## config.mk

```make
export PLATFORM = sky130hd
export DESIGN_NAME = dpj_panel
export DESIGN_NICKNAME = d
export VERILOG_FILES = /design/src/design/dpj_pkg.sv /design/src/design/dpj_panel.sv /design/src/design/dpj_key_edge.sv
export SDC_FILE = /design/constraint.sdc
export NUM_CORES = 1
export LEC_CHECK = 0
export BUFFER_PORTS_ARGS = -buffer_cell sky130_fd_sc_hd__buf_2
export CORE_MARGIN = 10
export CORE_UTILIZATION = 35
export DETAILED_ROUTE_END_ITERATION = 16
export PLACE_DENSITY_LB_ADDON = 0.3
export REMOVE_ABC_BUFFERS = 1
export SETUP_SLACK_MARGIN = 0.1
export SYNTH_ARGS = -nofsm -noshare
export SYNTH_HDL_FRONTEND = slang
export SYNTH_SLANG_ARGS = --single-unit
export TNS_END_PERCENT = 1
```

## constraint.sdc

```tcl
create_clock -name sys_clk -period 3.2 [get_ports sys_clk]
set_input_delay 0.16 -clock sys_clk [delete_from_list [all_inputs] [get_ports sys_clk]]
set_output_delay 0.16 -clock sys_clk [all_outputs]
set_load 0.02 [all_outputs]
```

## src/design/dpj_pkg.sv

```systemverilog
package dpj_pkg;

   // Register byte offsets on the AXI4-Lite slave
   localparam logic [7:0] OFS_PANEL_SEL = 8'h00;
   localparam logic [7:0] OFS_JOG_SPEED = 8'h04;
   localparam logic [7:0] OFS_DIAG_MODE = 8'h08;
   localparam logic [7:0] OFS_FORCE_VAL = 8'h0C;
   localparam logic [7:0] OFS_HIST_FIRST = 8'h10;
   localparam logic [7:0] OFS_HIST_LAST = 8'h20;
   localparam logic [7:0] OFS_STATUS = 8'h24;
   localparam logic [7:0] OFS_DI_DIAG = 8'h28;
   localparam logic [7:0] OFS_DO_DIAG = 8'h2C;

   localparam logic [1:0] RESP_OKAY = 2'h0;
   localparam logic [1:0] RESP_DECERR = 2'h3;

   // Panel parameter selection codes
   localparam logic [3:0] SEL_NONE = 4'h0;
   localparam logic [3:0] SEL_HIST_FIRST = 4'h1;
   localparam logic [3:0] SEL_HIST_LAST = 4'h5;
   localparam logic [3:0] SEL_JOG = 4'h6;
   localparam logic [3:0] SEL_DI = 4'h7;
   localparam logic [3:0] SEL_DO = 4'h8;
   localparam logic [3:0] SEL_FORCE = 4'h9;

   localparam int N_HIST = 5;
   localparam int N_DI = 9;
   localparam int N_DO = 6;

   localparam logic [15:0] JOG_SPEED_DEFAULT = 16'h0014;
   localparam logic [15:0] JOG_SPEED_MAX = 16'h1388;
   localparam logic [15:0] JOG_SPEED_STEP = 16'h0001;

   localparam logic [11:0] DIAG_FORCE_ON = 12'h006;
   localparam logic [11:0] DIAG_FORCE_OFF = 12'h106;

   // Blank masks, bit i blanks display digit i (digit 0 rightmost)
   localparam logic [4:0] BLANK_NONE = 5'h00;
   localparam logic [4:0] BLANK_DI = 5'h18;
   localparam logic [4:0] BLANK_DO = 5'h1C;
   localparam logic [4:0] BLANK_FIFTH = 5'h10;

   typedef struct packed {
      logic set;
      logic up;
      logic down;
      logic mode;
   } dpj_keys_t;

   typedef struct packed {
      logic [19:0] value;
      logic [4:0] blank;
      logic hex;
      logic jog_text;
   } dpj_disp_t;

   typedef enum logic [6:0] {
      ST_BROWSE = 7'h01,
      ST_HIST = 7'h02,
      ST_JOG_SPD = 7'h04,
      ST_JOG_RUN = 7'h08,
      ST_DI = 7'h10,
      ST_DO = 7'h20,
      ST_FORCE = 7'h40
   } dpj_state_t;

endpackage

```

## src/design/dpj_panel.sv

```systemverilog
// The AXI4-Lite slave port and the register addresses were chosen for this implementation.
`timescale 1ns/1ps
`default_nettype none
module dpj_panel
   import dpj_pkg::*;
(
   input wire logic sys_clk,
   input wire logic rst,
   input wire logic [7:0] s_axi_awaddr,
   input wire logic [2:0] s_axi_awprot,
   input wire logic s_axi_awvalid,
   output logic s_axi_awready,
   input wire logic [31:0] s_axi_wdata,
   input wire logic [3:0] s_axi_wstrb,
   input wire logic s_axi_wvalid,
   output logic s_axi_wready,
   output logic [1:0] s_axi_bresp,
   output logic s_axi_bvalid,
   input wire logic s_axi_bready,
   input wire logic [7:0] s_axi_araddr,
   input wire logic [2:0] s_axi_arprot,
   input wire logic s_axi_arvalid,
   output logic s_axi_arready,
   output logic [31:0] s_axi_rdata,
   output logic [1:0] s_axi_rresp,
   output logic s_axi_rvalid,
   input wire logic s_axi_rready,
   input wire dpj_pkg::dpj_keys_t keys,
   input wire logic drive_enabled,
   input wire logic [8:0] discrete_inputs_1_to_9,
   input wire logic [5:0] normal_do_request,
   output logic [5:0] discrete_outputs_1_to_6,
   output logic jog_run,
   output logic jog_dir_cw,
   output logic [15:0] jog_speed_cmd,
   output dpj_pkg::dpj_disp_t disp
);
   import dpj_pkg::*;

   logic set_press;
   logic up_press;
   logic down_press;
   logic mode_press;
   logic up_held;
   logic down_held;

   dpj_key_edge u_key_set
   (
      .sys_clk(sys_clk),
      .rst(rst),
      .key_lvl(keys.set),
      .held(),
      .press(set_press)
   );
   dpj_key_edge u_key_up
   (
      .sys_clk(sys_clk),
      .rst(rst),
      .key_lvl(keys.up),
      .held(up_held),
      .press(up_press)
   );
   dpj_key_edge u_key_down
   (
      .sys_clk(sys_clk),
      .rst(rst),
      .key_lvl(keys.down),
      .held(down_held),
      .press(down_press)
   );
   dpj_key_edge u_key_mode
   (
      .sys_clk(sys_clk),
      .rst(rst),
      .key_lvl(keys.mode),
      .held(),
      .press(mode_press)
   );

   dpj_state_t state_r;
   dpj_state_t state_nxt;
   logic [3:0] panel_sel_r;
   logic [15:0] jog_speed_r;
   logic [11:0] diag_code_r;
   logic force_on_r;
   logic [15:0] force_val_r;
   logic [15:0] hist_r [0:N_HIST-1];
   logic [2:0] hist_idx_r;
   logic [8:0] di_vec_r;
   logic [5:0] do_r;
   logic jog_run_r;
   logic jog_dir_r;
   dpj_disp_t disp_r;
   dpj_disp_t disp_nxt;

   // AXI4-Lite write side: address and data taken in either order
   logic aw_have_r;
   logic w_have_r;
   logic [7:0] aw_addr_r;
   logic [31:0] w_data_r;
   logic [3:0] w_strb_r;
   logic bvalid_r;
   logic [1:0] bresp_r;
   logic wr_go;
   logic wr_hit;
   logic [31:0] wmask;

   assign s_axi_awready = ~aw_have_r & ~bvalid_r;
   assign s_axi_wready = ~w_have_r & ~bvalid_r;
   assign wr_go = aw_have_r & w_have_r & ~bvalid_r;
   assign wmask = {{8{w_strb_r[3]}}, {8{w_strb_r[2]}}, {8{w_strb_r[1]}}, {8{w_strb_r[0]}}};

   always_ff @(posedge sys_clk)
   begin
      if (rst)
      begin
         aw_have_r <= 1'b0;
         w_have_r <= 1'b0;
         aw_addr_r <= 8'h00;
         w_data_r <= 32'h0000_0000;
         w_strb_r <= 4'h0;
      end
      else
      begin
         if (s_axi_awvalid && s_axi_awready)
         begin
            aw_have_r <= 1'b1;
            aw_addr_r <= s_axi_awaddr;
         end
         else if (wr_go)
            aw_have_r <= 1'b0;
         if (s_axi_wvalid && s_axi_wready)
         begin
            w_have_r <= 1'b1;
            w_data_r <= s_axi_wdata;
            w_strb_r <= s_axi_wstrb;
         end
         else if (wr_go)
            w_have_r <= 1'b0;
      end
   end

   always_comb
   begin
      wr_hit = 1'b0;
      case (aw_addr_r)
         OFS_PANEL_SEL, OFS_JOG_SPEED, OFS_DIAG_MODE, OFS_FORCE_VAL,
         OFS_STATUS, OFS_DI_DIAG, OFS_DO_DIAG: wr_hit = 1'b1;
         default: wr_hit = (aw_addr_r >= OFS_HIST_FIRST) && (aw_addr_r <= OFS_HIST_LAST)
                           && (aw_addr_r[1:0] == 2'h0);
      endcase
   end

   always_ff @(posedge sys_clk)
   begin
      if (rst)
      begin
         bvalid_r <= 1'b0;
         bresp_r <= RESP_OKAY;
      end
      else if (wr_go)
      begin
         bvalid_r <= 1'b1;
         bresp_r <= wr_hit ? RESP_OKAY : RESP_DECERR;
      end
      else if (s_axi_bready)
         bvalid_r <= 1'b0;
   end

   assign s_axi_bvalid = bvalid_r;
   assign s_axi_bresp = bresp_r;

   function automatic logic wr_to(input logic [7:0] ofs);
      wr_to = wr_go && (aw_addr_r == ofs);
   endfunction

   // Register writes; read-only registers simply ignore data
   always_ff @(posedge sys_clk)
   begin
      if (rst)
         panel_sel_r <= SEL_NONE;
      else if (wr_to(OFS_PANEL_SEL) && w_strb_r[0])
         panel_sel_r <= w_data_r[3:0];
   end

   always_ff @(posedge sys_clk)
   begin
      if (rst)
         force_val_r <= 16'h0000;
      else if (wr_to(OFS_FORCE_VAL))
         force_val_r <= (force_val_r & ~wmask[15:0]) | (w_data_r[15:0] & wmask[15:0]);
   end

   always_ff @(posedge sys_clk)
   begin
      if (rst)
         for (int i = 0; i < N_HIST; i++)
            hist_r[i] <= 16'h0000;
      else if (wr_go && wr_hit && (aw_addr_r >= OFS_HIST_FIRST) && (aw_addr_r <= OFS_HIST_LAST))
         hist_r[aw_addr_r[4:2] - 3'h4] <=
            (hist_r[aw_addr_r[4:2] - 3'h4] & ~wmask[15:0]) | (w_data_r[15:0] & wmask[15:0]);
   end

   // Diagnostic code is volatile; only the two defined codes act
   always_ff @(posedge sys_clk)
   begin
      if (rst)
      begin
         diag_code_r <= 12'h000;
         force_on_r <= 1'b0;
      end
      else if (wr_to(OFS_DIAG_MODE) && (w_strb_r[1:0] == 2'h3))
      begin
         diag_code_r <= w_data_r[11:0];
         if (w_data_r[11:0] == DIAG_FORCE_ON)
            force_on_r <= 1'b1;
         else if (w_data_r[11:0] == DIAG_FORCE_OFF)
            force_on_r <= 1'b0;
      end
   end

   // Output drive and live diagnostic vectors
   always_ff @(posedge sys_clk)
   begin
      if (rst)
      begin
         do_r <= 6'h00;
         di_vec_r <= 9'h000;
      end
      else
      begin
         do_r <= force_on_r ? force_val_r[5:0] : normal_do_request;
         di_vec_r <= discrete_inputs_1_to_9;
      end
   end

   assign discrete_outputs_1_to_6 = do_r;

   // Panel state machine
   always_comb
   begin
      state_nxt = state_r;
      case (state_r)
         ST_BROWSE:
            if (set_press)
            begin
               if (panel_sel_r >= SEL_HIST_FIRST && panel_sel_r <= SEL_HIST_LAST)
                  state_nxt = ST_HIST;
               else if (panel_sel_r == SEL_JOG)
                  state_nxt = ST_JOG_SPD;
               else if (panel_sel_r == SEL_DI)
                  state_nxt = ST_DI;
               else if (panel_sel_r == SEL_DO)
                  state_nxt = ST_DO;
               else if (panel_sel_r == SEL_FORCE)
                  state_nxt = ST_FORCE;
               else
                  state_nxt = ST_BROWSE;
            end
         ST_JOG_SPD:
            if (mode_press)
               state_nxt = ST_BROWSE;
            else if (set_press)
               state_nxt = ST_JOG_RUN;
         ST_JOG_RUN:
            if (mode_press)
               state_nxt = ST_BROWSE;
         ST_HIST, ST_DI, ST_DO, ST_FORCE:
            if (mode_press)
               state_nxt = ST_BROWSE;
         default: state_nxt = ST_BROWSE;
      endcase
   end

   always_ff @(posedge sys_clk)
   begin
      if (rst)
         state_r <= ST_BROWSE;
      else
         state_r <= state_nxt;
   end

   always_ff @(posedge sys_clk)
   begin
      if (rst)
         hist_idx_r <= 3'h0;
      else if (state_r == ST_BROWSE && set_press)
         hist_idx_r <= 3'(panel_sel_r - SEL_HIST_FIRST);
   end

   // Key edits saturate; a software write in the same cycle wins
   always_ff @(posedge sys_clk)
   begin
      if (rst)
         jog_speed_r <= JOG_SPEED_DEFAULT;
      else if (wr_to(OFS_JOG_SPEED))
         jog_speed_r <= (jog_speed_r & ~wmask[15:0]) | (w_data_r[15:0] & wmask[15:0]);
      else if (state_r == ST_JOG_SPD && up_press && jog_speed_r < JOG_SPEED_MAX)
         jog_speed_r <= jog_speed_r + JOG_SPEED_STEP;
      else if (state_r == ST_JOG_SPD && down_press && jog_speed_r != 16'h0000)
         jog_speed_r <= jog_speed_r - JOG_SPEED_STEP;
   end

   // Both keys held together is treated as no command
   always_ff @(posedge sys_clk)
   begin
      if (rst)
      begin
         jog_run_r <= 1'b0;
         jog_dir_r <= 1'b0;
      end
      else
      begin
         jog_run_r <= (state_r == ST_JOG_RUN) && !mode_press && drive_enabled
                      && (up_held ^ down_held);
         jog_dir_r <= up_held;
      end
   end

   assign jog_run = jog_run_r;
   assign jog_dir_cw = jog_dir_r;
   assign jog_speed_cmd = jog_speed_r;

   // Display contents
   always_comb
   begin
      disp_nxt.value = 20'h00000;
      disp_nxt.blank = BLANK_NONE;
      disp_nxt.hex = 1'b0;
      disp_nxt.jog_text = 1'b0;
      case (state_r)
         ST_BROWSE: disp_nxt.value = {16'h0000, panel_sel_r};
         ST_HIST:
         begin
            disp_nxt.value = {4'h0, hist_r[hist_idx_r]};
            disp_nxt.hex = 1'b1;
         end
         ST_JOG_SPD: disp_nxt.value = {4'h0, jog_speed_r};
         ST_JOG_RUN: disp_nxt.jog_text = 1'b1;
         ST_DI:
         begin
            disp_nxt.value = {11'h000, di_vec_r};
            disp_nxt.blank = BLANK_DI;
            disp_nxt.hex = 1'b1;
         end
         ST_DO:
         begin
            disp_nxt.value = {14'h0000, do_r};
            disp_nxt.blank = BLANK_DO;
            disp_nxt.hex = 1'b1;
         end
         ST_FORCE:
         begin
            disp_nxt.value = {4'h0, force_val_r};
            disp_nxt.blank = BLANK_FIFTH;
            disp_nxt.hex = 1'b1;
         end
         default: disp_nxt.value = 20'h00000;
      endcase
   end

   always_ff @(posedge sys_clk)
   begin
      if (rst)
         disp_r <= '0;
      else
         disp_r <= disp_nxt;
   end

   assign disp = disp_r;

   // AXI4-Lite read side, one cycle from address to data
   logic rvalid_r;
   logic [31:0] rdata_r;
   logic [1:0] rresp_r;
   logic [31:0] rd_word;
   logic rd_hit;

   assign s_axi_arready = ~rvalid_r;

   always_comb
   begin
      rd_word = 32'h0000_0000;
      rd_hit = 1'b1;
      case (s_axi_araddr)
         OFS_PANEL_SEL: rd_word = {28'h0000000, panel_sel_r};
         OFS_JOG_SPEED: rd_word = {16'h0000, jog_speed_r};
         OFS_DIAG_MODE: rd_word = {15'h0000, force_on_r, 4'h0, diag_code_r};
         OFS_FORCE_VAL: rd_word = {16'h0000, force_val_r};
         OFS_STATUS: rd_word = {20'h00000, jog_dir_r, jog_run_r, force_on_r,
                                drive_enabled, 1'b0, state_r};
         OFS_DI_DIAG: rd_word = {23'h000000, di_vec_r};
         OFS_DO_DIAG: rd_word = {26'h0000000, do_r};
         default:
         begin
            rd_hit = (s_axi_araddr >= OFS_HIST_FIRST) && (s_axi_araddr <= OFS_HIST_LAST)
                     && (s_axi_araddr[1:0] == 2'h0);
            if (rd_hit)
               rd_word = {16'h0000, hist_r[s_axi_araddr[4:2] - 3'h4]};
         end
      endcase
   end

   always_ff @(posedge sys_clk)
   begin
      if (rst)
      begin
         rvalid_r <= 1'b0;
         rdata_r <= 32'h0000_0000;
         rresp_r <= RESP_OKAY;
      end
      else if (s_axi_arvalid && s_axi_arready)
      begin
         rvalid_r <= 1'b1;
         rdata_r <= rd_word;
         rresp_r <= rd_hit ? RESP_OKAY : RESP_DECERR;
      end
      else if (s_axi_rready)
         rvalid_r <= 1'b0;
   end

   assign s_axi_rvalid = rvalid_r;
   assign s_axi_rdata = rdata_r;
   assign s_axi_rresp = rresp_r;
endmodule
`default_nettype wire

```

## src/design/dpj_key_edge.sv

```systemverilog
`timescale 1ns/1ps
`default_nettype none
module dpj_key_edge
(
   input wire logic sys_clk,
   input wire logic rst,
   input wire logic key_lvl,
   output logic held,
   output logic press
);
   logic lvl_r;
   logic prev_r;

   always_ff @(posedge sys_clk)
   begin
      if (rst)
      begin
         lvl_r <= 1'b0;
         prev_r <= 1'b0;
      end
      else
      begin
         lvl_r <= key_lvl;
         prev_r <= lvl_r;
      end
   end

   assign held = lvl_r;
   // One pulse per press, so a held key never repeats
   assign press = lvl_r & ~prev_r;
endmodule
`default_nettype wire

```

==> results of run 1 <==
routing by layer:
| layer | share of wire | vias up | GRT usage |
|---|---|---|---|
| met5 | 0 | - | 0 |
| met4 | 0.028 | 0 | 0.0664 |
| met3 | 0.064 | 88 | 0.0234 |
| met2 | 0.50 | 452 | 0.312 |
| met1 | 0.41 | 5799 | 0.224 |
| li1 | - | 5473 | - |
worst reg2reg max path: stages, from the launching register on:
cell and delay [ns]:
dfxtp_2 0.33, nor3_4 0.21, buf_4 0.14, nand4b_1 0.14, nor3_4 0.20, inv_4 0.10, buf_4 0.21, ha_1 0.26
o41ai_2 0.48, o2111ai_2 0.17, a31o_1 0.26, a21oi_2 0.13, mux2i_1 0.20, o211ai_1 0.10
kinds of logic after synthesis:
group / count (synthesis) / synth area share
DFF: 284 / 0.465
xor gates and xnor gates: 14 / 0.00818
muxes: 200 / 0.217
buffers and inverters: 148 / 0.0460
AOI/OAI and AO/OA: 226 / 0.106
other: 1 / 0.000250
adders and majority gates: 21 / 0.0180
and+or+nand+nor: 450 / 0.140
final cells by class:
cell class / count / area, um2
fillers: 3895 / 23500
multi-input cells: 980 / 7730
flip-flops and latches: 284 / 6970
repair buffers: 282 / 1990
clock buffers: 40 / 902
well taps: 539 / 674
clock inverters: 18 / 193
inverters: 34 / 130
power groups by stage:
stage	Combinational (W)	Clock, W	Sequential (W)
finish	0.00108	0.00377	0.00414
global route	0.00117	0.00395	0.00416
CTS	0.00108	0.00383	0.00414
detailed placement	0.00102	0	0.00422
global placement	0.00100	0	0.00421
floorplan	0.000563	0	0.00422
final timing paths:
check,end,start,cells after the start
worst max-delay path,flip-flop,flip-flop,13
worst min-delay path,s_axi_rdata[16],s_axi_arvalid,4
worst max register to register,flip-flop,flip-flop,13
worst min register to register,s_axi_rdata[16],s_axi_rdata[16],2
through the flow:
stage               TNS, ns  hold WS, ns  cell area [um2]  cells   util
detailed placement   -0.272        0.356            16700   2057  0.397
global placement     -0.144        0.346            16700   2057  0.397
CTS                       0     0.000402            18500   2177  0.439
floorplan             -4.10        0.229            14700   1298      -
finish                    0       0.0193            18600   2177  0.441
global route        -0.0765       0.0400            18600   2177  0.441
timing repair:
action | in CTS | in global routing
gates cloned | 0 | 0
pin swaps | 8 | 8
setup buffers | 4 | 0
setup endpoints to repair | 7 | 9
resized for setup | 10 | 14
hold buffers | 58 | 0
hold endpoints to repair | 50 | 0
layout by cell type (no fill, tap or decap), types with 58 or more instances in the layout:
cell	netlist	layout
mux2i_1	77	77
nand2_1	102	102
mux4_2	98	98
dlygate4sd3_1	0	58
nor2_1	216	216
edfxtp_1	128	128
dfxtp_1	156	152
buf_2	20	130
conb_1	1	69
a21oi_1	70	65
buf_4	27	89
==> impl_results.md, run 1 <==
- Routed vias/inst: 5.43
- Seq pwr share: 0.461
- P&R area growth vs syn: 24.0%
- Worst path buffer plus inverter count: 3
- Fin crit share: 0.958
- Clk_skew: 0.0173 ns
- Total GRT Usage: 0.180
- Clock Tree Root: clkbuf_16
- Crit-path max cell delay: 0.48 ns
- Largest cells by area after synthesis: edfxtp_1 (26%), dfxtp_1 (21%), mux4_2 (15%)
- WP data arrival: 3.50 ns
- Starting DRT DRC Count: 1031
- Fin crit period: 3.07 ns
- Max-cap violations: 0
- Drt pass-1 iters: 7
- Die Ht: 227 um
- Total I/O pin count: 177
- CP Max Fanout: 12
- Post-synthesis sequential area ratio: 0.465
- Share of flip-flops with an asynchronous set or reset: 0
- Worst Setup Slack, final: 0.133 ns
- Core box area: 42100 um2
- Nets: 1719
- Share of cells above drive strength 1: 0.272
- Post-synth top area cell: edfxtp_1
- Routed len/inst: 21.8 um
- Outcome: completed
- Worst slew margin: 0.363
- Clock-pin slew on the worst setup and hold paths: 0.06 ns
- Distinct cells, synth: 74
- Setup crit end kind: flip-flop
- Kind of critical path: flip-flop to flip-flop
- Clk sinks: 284
- Die area: 51500 um2
- Diodes inserted: 0
- Vias in the first global route: 12.1k
- Post-synth EDFFs: 128
- Total CTS buffers: 31
- Post-route ant nets: 0
- Commonest register cell after synthesis: dfxtp_1
- Pint: 0.00670 W
- Starting Density: 0.356
- Data required time of the critical path: 3.64 ns
- Hpwl dp: 33900 um
- Pleak: 7.20 nW
- Ys Warns: 0
- Delay-heaviest family, CP: compound AO/OA/AOI/OAI gates
- Switching power share of the total: 0.255
- Clock Latency Late Sink: 0.58 ns
- Critical path's slowest cell: o41ai_2
- I/O Buffers: 131
- Die X: 227 um
- Post-synth top area share: 0.256
- Final setup viols: 0
- DP Worst Slack: -0.179 ns
- Mapped cell area: 15000 um2
- Net switching power: 0.00229 W
- Pin count of the biggest net entering global routing: 49
- Synth Register Bits: 284
- Congestion Overflow GR: 0
- Sequence of cells on the critical path: nor3_4 -> buf_4 -> nand4b_1 -> nor3_4 -> inv_4 -> buf_4 -> ha_1 -> o41ai_2 -> o2111ai_2 -> a31o_1 -> a21oi_2 -> mux2i_1 -> o211ai_1
- Worst hold path type: input port to flip-flop
- RSZ-0062 raised after global routing: true
- Fin. max-slew vios: 0
- Initial antenna violation count: 0
- Most frequent cell after synthesis: nor2_1
- Endpoints failing hold: 0
- Worst-Margin Slew: 0.952 ns
- Mapped Avg Cell Area: 11.2 um2
- Gpl congestion: 0.851
- R2r setup slk: 0.13 ns
- H-tree level count: 1
- Kind of start point of the critical path: flip-flop
- PD cells: 484 nW/um2
- Clock Power Share: 0.419
- Peak supply drop: 401 uV
- Tot Pwr: 0.00899 W
- Post-Route WL: 47500 um
- Std-Cell Rows: 75
- Max clock buf depth: 3
- Fmax: 326 MHz
- Clock tree from TritonCTS: done
- Cell count after synthesis: 1344
- Combinational group share of total power: 0.120
- Vias: 11.8k
- Top cells by count, synth: nor2_1 (216), dfxtp_1 (156), edfxtp_1 (128), nand2_1 (102), mux4_2 (98)
- Global-route wire length before repair: 71800 um
- DR DRC count: 0
Note: power is estimated with default switching activity, not from simulation.
==> run 2: changes to the inputs <==
Settings changed: CORE_UTILIZATION 35 to 53.
==> impl_results.md, run 2 (same netlist as run 1, synthesis figures left out) <==
- Outcome: completed (unchanged)
- Max clock buf depth: 3 (unchanged)
- Routed vias/inst: 6.07 (was 5.43)
- Fin. max-slew vios: 0 (unchanged)
- Die area: 35400 um2 (was 51500 um2)
- Total CTS buffers: 30 (was 31)
- DR DRC count: 0 (unchanged)
- Vias: 12.2k (was 11.8k)
- Post-Route WL: 45500 um (was 47500 um)
- Tot Pwr: 0.00898 W (was 0.00899 W)
- Clock Power Share: 0.417 (was 0.419)
- Starting Density: 0.538 (was 0.356)
- RSZ-0062 raised after global routing: true (unchanged)
- Clk sinks: 284 (unchanged)
- Worst path buffer plus inverter count: 2 (was 3)
- Commonest non-fill, non-tap cell in the layout: nor2_1 (unchanged)
- Most frequent CP cell: nor3_4
- Congestion Overflow GR: 0 (unchanged)
- Most frequent cells in the layout: nor2_1 (215), dfxtp_1 (153), buf_2 (130) (was nor2_1 (216), dfxtp_1 (152), buf_2 (130))
- CP Max Fanout: 12 (unchanged)
- Global-route wire length before repair: 70100 um (was 71800 um)
- Max-cap violations: 0 (unchanged)
- Seq pwr share: 0.462 (was 0.461)
- R2r setup slk: 0.23 ns (was 0.13 ns)
- WP depth: 13 (unchanged)
- Endpoints failing hold: 0 (unchanged)
- Worst hold path type: input port to flip-flop (unchanged)
- PD cells: 487 nW/um2 (was 484 nW/um2)
- Hold_ws: 0.0369 ns (was 0.0193 ns)
- Worst-Margin Slew: 1.05 ns (was 0.952 ns)
- Pint: 0.00673 W (was 0.00670 W)
- Setup crit end kind: flip-flop (unchanged)
- Dpl cells: 1889 (was 2057)
- DP Worst Slack: -0.00353 ns (was -0.179 ns)
- Starting DRT DRC Count: 1408 (was 1031)
- Fmax: 336 MHz (was 326 MHz)
- Crit-path max cell delay: 0.38 ns (was 0.48 ns)
- Pleak: 7.19 nW (was 7.20 nW)
- Fin crit share: 0.930 (was 0.958)
- Switching power share of the total: 0.251 (was 0.255)
- Std-Cell Rows: 61 (was 75)
- Post-route ant nets: 0 (unchanged)
- H-tree level count: 1 (unchanged)
- Initial antenna violation count: 2 (was 0)
- Data required time of the critical path: 3.63 ns (was 3.64 ns)
- Worst Setup Slack, final: 0.225 ns (was 0.133 ns)
- Clock Latency Late Sink: 0.56 ns (was 0.58 ns)
- Pin count of the biggest net entering global routing: 85 (was 49)
- Total GRT Usage: 0.249 (was 0.180)
- Worst reg2reg path depth: 13 (unchanged)
- Sum of negative setup slack: 0 ns (unchanged)
- Clock tree from TritonCTS: done (unchanged)
- Delay-heaviest family, CP: simple AND/OR/NAND/NOR gates (was compound AO/OA/AOI/OAI gates)
- Routed len/inst: 22.6 um (was 21.8 um)
- Share of cells above drive strength 1: 0.269 (was 0.272)
- Worst Setup SP: state_r[6]
- WP data arrival: 3.40 ns (was 3.50 ns)
- # fillers: 2065 (was 3895)
- Die X: 188 um (was 227 um)
- Vias in the first global route: 12.4k (was 12.1k)
- Gpl congestion: 0.900 (was 0.851)
- Combinational group share of total power: 0.121 (was 0.120)
- Final setup viols: 0 (unchanged)
- Drt pass-1 iters: 8 (was 7)
- Peak supply drop: 410 uV (was 401 uV)
- R2r startpoint: state_r[6]
- P&R area growth vs syn: 23.0% (was 24.0%)
- Clock Tree Root: clkbuf_16 (unchanged)
- Post-Layout Cell Count: 2017 (was 2177)
- Nets: 1719 (unchanged)
- Core box area: 27900 um2 (was 42100 um2)
- Kind of critical path: flip-flop to flip-flop (unchanged)
- Total I/O pin count: 177 (unchanged)
- Die Ht: 188 um (was 227 um)
- Fin crit period: 2.97 ns (was 3.07 ns)
- Clock-pin slew on the worst setup and hold paths: 0.06 ns (about the same)
- Worst slew margin: 0.297 (was 0.363)
- Clk_skew: 0.00971 ns (was 0.0173 ns)
- Kind of start point of the critical path: flip-flop (unchanged)
- I/O Buffers: 131 (unchanged)
- Hpwl dp: 30800 um (was 33900 um)
- Critical path's slowest cell: ha_1 (was o41ai_2)
- Sequence of cells on the critical path: nor3_4 -> nand4b_4 -> nor3_4 -> inv_4 -> buf_6 -> ha_1 -> nand4_1 -> or2_2 -> o2111ai_4 -> a31o_1 -> a21oi_2 -> mux2i_1 -> o211ai_1 (was nor3_4 -> buf_4 -> nand4b_1 -> nor3_4 -> inv_4 -> buf_4 -> ha_1 -> o41ai_2 -> o2111ai_2 -> a31o_1 -> a21oi_2 -> mux2i_1 -> o211ai_1)
- Net switching power: 0.00226 W (was 0.00229 W)
[run 2: layout make-up]
| type | instances | area (um2) | area share |
|---|---|---|---|
| well taps | 378 | 473 | 0.0257 |
| clock inverters | 15 | 175 | 0.00950 |
| repair buffers | 283 | 2010 | 0.109 |
| multi-input cells | 980 | 7750 | 0.421 |
| clock buffers | 41 | 918 | 0.0498 |
| diodes | 2 | 5.00 | 0.000271 |
| flip-flops and latches | 284 | 6970 | 0.378 |
| inverters | 34 | 130 | 0.00706 |
[run 2: power by group through the flow]
stage                     registers (W)  logic [W]  clock network [W]
after detailed placement        0.00422   0.000988                  0
final                           0.00415    0.00108            0.00375
after floorplan                 0.00422   0.000563                  0
after CTS                       0.00415    0.00106            0.00377
after global routing            0.00417    0.00116            0.00394
after global placement          0.00420   0.000965                  0
[run 2: worst min-delay path by stage]
| stage | start | end | slack (ns) | depth (start not counted) |
|---|---|---|---|---|
| floorplan | rst | flip-flop | 0.23 | 1 |
| global placement | s_axi_rready | s_axi_rvalid | 0.35 | 2 |
| global route | s_axi_araddr[5] | s_axi_rresp[0] | 0.05 | 3 |
| finish | s_axi_araddr[5] | s_axi_rresp[0] | 0.04 | 3 |
| detailed placement | s_axi_rready | s_axi_rvalid | 0.35 | 2 |
| CTS | s_axi_araddr[5] | s_axi_rresp[0] | 0.02 | 3 |
[run 2: worst register-to-register path, delay by kind of cell, from the launching register on]
| kind | cells | cell delay, ns |
|---|---|---|
| flops | 1 | 0.33 |
| simple gates | 5 | 1.14 |
| compound gates | 4 | 0.57 |
| fa+ha+maj | 1 | 0.38 |
| buf+inv | 2 | 0.29 |
| mux | 1 | 0.14 |
[run 2: timing repair]
item                                    CTS  global route
gates resized for setup                   7            18
pin swaps                                 5            13
endpoints found under the setup margin    2             7
endpoints found under the hold margin    49             0
cloned                                    0             0
buffers inserted                          3             4
hold buffers                             63             0
[run 2: through the flow]
step	utilization	cell area (um2)
after global routing	0.662	18400
after floorplan	-	14700
after global placement	0.592	16500
after detailed placement	0.592	16500
final	0.662	18400
after CTS	0.656	18300
[run 2: per-layer routing]
layer	wire length [um]	vias to the layer above	global-route usage
met3	3890	117	0.0331
met1	16900	6018	0.301
met4	1520	0	0.0895
met2	23200	628	0.443
met5	0	-	0
li1	-	5477	-
==> run 3: changes to the inputs <==
Settings changed: CORE_MARGIN 10 to unset.
==> impl_results.md, run 3 (same netlist as run 1, synthesis figures left out) <==
- Std-Cell Rows: 61 (unchanged)
- Core box area: 27800 um2 (was 27900 um2)
- Max clock buf depth: 3 (unchanged)
- Total CTS buffers: 29 (was 30)
- Pin count of the biggest net entering global routing: 76 (was 85)
- Starting DRT DRC Count: 1412 (was 1408)
- Clk sinks: 284 (unchanged)
- Fin crit period: 3.09 ns (was 2.97 ns)
- Worst Setup Slack, final: 0.111 ns (was 0.225 ns)
- Clk_skew: 0.00898 ns (was 0.00971 ns)
- Wire length on met3: 4170 um (was 3890 um)
- DP Worst Slack: 0.00735 ns (was -0.00353 ns)
- Peak supply drop: 424 uV (was 410 uV)
- CP Max Fanout: 5 (was 12)
- Sum of negative setup slack: 0 ns (unchanged)
- Pleak: 7.02 nW (was 7.19 nW)
- Wl on met1: 16000 um (was 16900 um)
- Congestion Overflow GR: 0 (unchanged)
- Endpoints failing hold: 0 (unchanged)
- FF+latch area: 6970 um2 (about the same)
- Fin. max-slew vios: 0 (unchanged)
- Switching power share of the total: 0.248 (was 0.251)
- Post-route ant nets: 0 (unchanged)
- Setup crit end kind: flip-flop (unchanged)
- Worst path buffer plus inverter count: 3 (was 2)
- Highest Signal Layer: met4 (unchanged)
- Worst reg2reg path depth: 15 (was 13)
- HP Start: s_axi_arvalid (was s_axi_araddr[5])
- Worst Hold Path Cells: 4 (was 3)
- Clock Tree Root: clkbuf_16 (unchanged)
- Pint: 0.00649 W (was 0.00673 W)
- H-tree level count: 1 (unchanged)
- Tot Pwr: 0.00862 W (was 0.00898 W)
- DR DRC count: 0 (unchanged)
- Clock-pin slew on the worst setup and hold paths: 0.06 ns (about the same)
- Worst hold path type: input port to flip-flop (unchanged)
- Worst Hold End: s_axi_rdata[16] (was s_axi_rresp[0])
- Final setup viols: 0 (unchanged)
- I/O Buffers: 131 (unchanged)
- Initial antenna violation count: 0 (was 2)
- Fmax: 324 MHz (was 336 MHz)
- Kind of start point of the critical path: flip-flop (unchanged)
- Clock Power Share: 0.397 (was 0.417)
- Data required time of the critical path: 3.62 ns (was 3.63 ns)
- Diodes inserted: 0 (was 2)
- Fin crit share: 0.965 (was 0.930)
- # fillers: 2198 (was 2065)
- Clock tree from TritonCTS: done (unchanged)
- Worst slew margin: 0.331 (was 0.297)
- Seq pwr share: 0.481 (was 0.462)
- P&R area growth vs syn: 20.0% (was 23.0%)
- Crit-path max cell delay: 0.33 ns (was 0.38 ns)
- PD cells: 480 nW/um2 (was 487 nW/um2)
- Commonest non-fill, non-tap cell in the layout: nor2_1 (unchanged)
- Met2 wire len: 21000 um (was 23200 um)
- Routed vias/inst: 6.00 (was 6.07)
- Routed len/inst: 21.5 um (was 22.6 um)
- Die area: 29000 um2 (was 35400 um2)
- Kind of critical path: flip-flop to flip-flop (unchanged)
- Total I/O pin count: 177 (unchanged)
- Share of cells above drive strength 1: 0.257 (was 0.269)
- WP data arrival: 3.51 ns (was 3.40 ns)
- Area occupied by multi-input gates: 7630 um2 (was 7750 um2)
- Max-cap violations: 0 (unchanged)
- R2r setup slk: 0.11 ns (was 0.23 ns)
- Net switching power: 0.00214 W (was 0.00226 W)
- Hpwl dp: 29000 um (was 30800 um)
- RSZ-0062 raised after global routing: true (unchanged)
- Vias: 11.9k (was 12.2k)
- Nets: 1697 (was 1719)
- Post-Route WL: 42800 um (was 45500 um)
- Delay-heaviest family, CP: compound AO/OA/AOI/OAI gates (was simple AND/OR/NAND/NOR gates)
- Combinational group share of total power: 0.122 (was 0.121)
- Outcome: completed (unchanged)
- Starting Density: 0.540 (was 0.538)
- Sequence of cells on the critical path: nor3_2 -> buf_4 -> nand4b_1 -> nor3_4 -> inv_2 -> ha_1 -> a21oi_2 -> o211ai_1 -> o41ai_2 -> buf_4 -> o2111ai_2 -> a31o_1 -> a21oi_2 -> mux2i_1 -> o211ai_1 (was nor3_4 -> nand4b_4 -> nor3_4 -> inv_4 -> buf_6 -> ha_1 -> nand4_1 -> or2_2 -> o2111ai_4 -> a31o_1 -> a21oi_2 -> mux2i_1 -> o211ai_1)
- Die Ht: 170 um (was 188 um)
- Most frequent cells in the layout: nor2_1 (216), dfxtp_1 (154), buf_2 (130) (was nor2_1 (215), dfxtp_1 (153), buf_2 (130))
- Vias in the first global route: 11.6k (was 12.4k)
- Die X: 170 um (was 188 um)
- Drt pass-1 iters: 10 (was 8)
- Critical path's slowest cell: dfxtp_1 (was ha_1)
- Fin area: 18000 um2 (was 18400 um2)
- Total GRT Usage: 0.300 (was 0.249)
- Clock Latency Late Sink: 0.55 ns (was 0.56 ns)
- Worst-Margin Slew: 1.00 ns (was 1.05 ns)
- Global-route wire length before repair: 65700 um (was 70100 um)
- Post-DP Area: 16500 um2 (about the same)
- Gpl congestion: 0.910 (was 0.900)
[run 3: power groups by stage]
stage / combinational [W] / clock, W / sequential [W]
after floorplan: 0.000563 / 0 / 0.00422
after global placement: 0.000968 / 0 / 0.00420
after detailed placement: 0.000986 / 0 / 0.00421
after CTS: 0.00104 / 0.00346 / 0.00414
after global routing: 0.00113 / 0.00360 / 0.00416
final: 0.00106 / 0.00342 / 0.00414
[run 3: metal layers]
| layer | up-vias | global-route usage |
|---|---|---|
| li1 | 5433 | - |
| met1 | 5765 | 0.378 |
| met2 | 638 | 0.513 |
| met3 | 105 | 0.0500 |
| met4 | 0 | 0.122 |
| met5 | - | 0 |
[run 3: tightest hold or removal path, stage by stage]
cell and delay, ns:
buf_2 0.10, nand2_1 0.12, nand2_1 0.10, a21oi_1 0.05
[run 3: how the worst max path moves through the flow]
stage,start,endpoint,cells past startpoint
after floorplan,state_r[6],flip-flop,13
final,flip-flop,flip-flop,15
after CTS,state_r[6],flip-flop,14
after global routing,flip-flop,flip-flop,15
after global placement,flip-flop,flip-flop,15
after detailed placement,flip-flop,flip-flop,15
[run 3: timing repair]
item | in CTS | in global routing
pin swaps | 2 | 4
setup buffers | 1 | 1
endpoints found under the setup margin | 1 | 7
hold buffers | 49 | 0
hold endpoints to repair | 48 | 0
gates resized for setup | 2 | 6
[run 3: layout make-up]
| cell class | count | share of cell area |
|---|---|---|
| multi-input combinational | 980 | 0.424 |
| sequential | 284 | 0.388 |
| tap | 378 | 0.0263 |
| inverter | 34 | 0.00710 |
| timing repair buffer | 262 | 0.101 |
| clock inverter | 8 | 0.00522 |
| clock buffer | 44 | 0.0487 |
[run 3: per-stage QoR]
| step | hold WS, ns | util | std cells |
|---|---|---|---|
| after floorplan | 0.229 | - | 1298 |
| after global placement | 0.349 | 0.593 | 1887 |
| after detailed placement | 0.352 | 0.593 | 1887 |
| after CTS | 0.00596 | 0.646 | 1989 |
| after global routing | 0.0306 | 0.647 | 1990 |
| final | 0.0250 | 0.647 | 1990 |
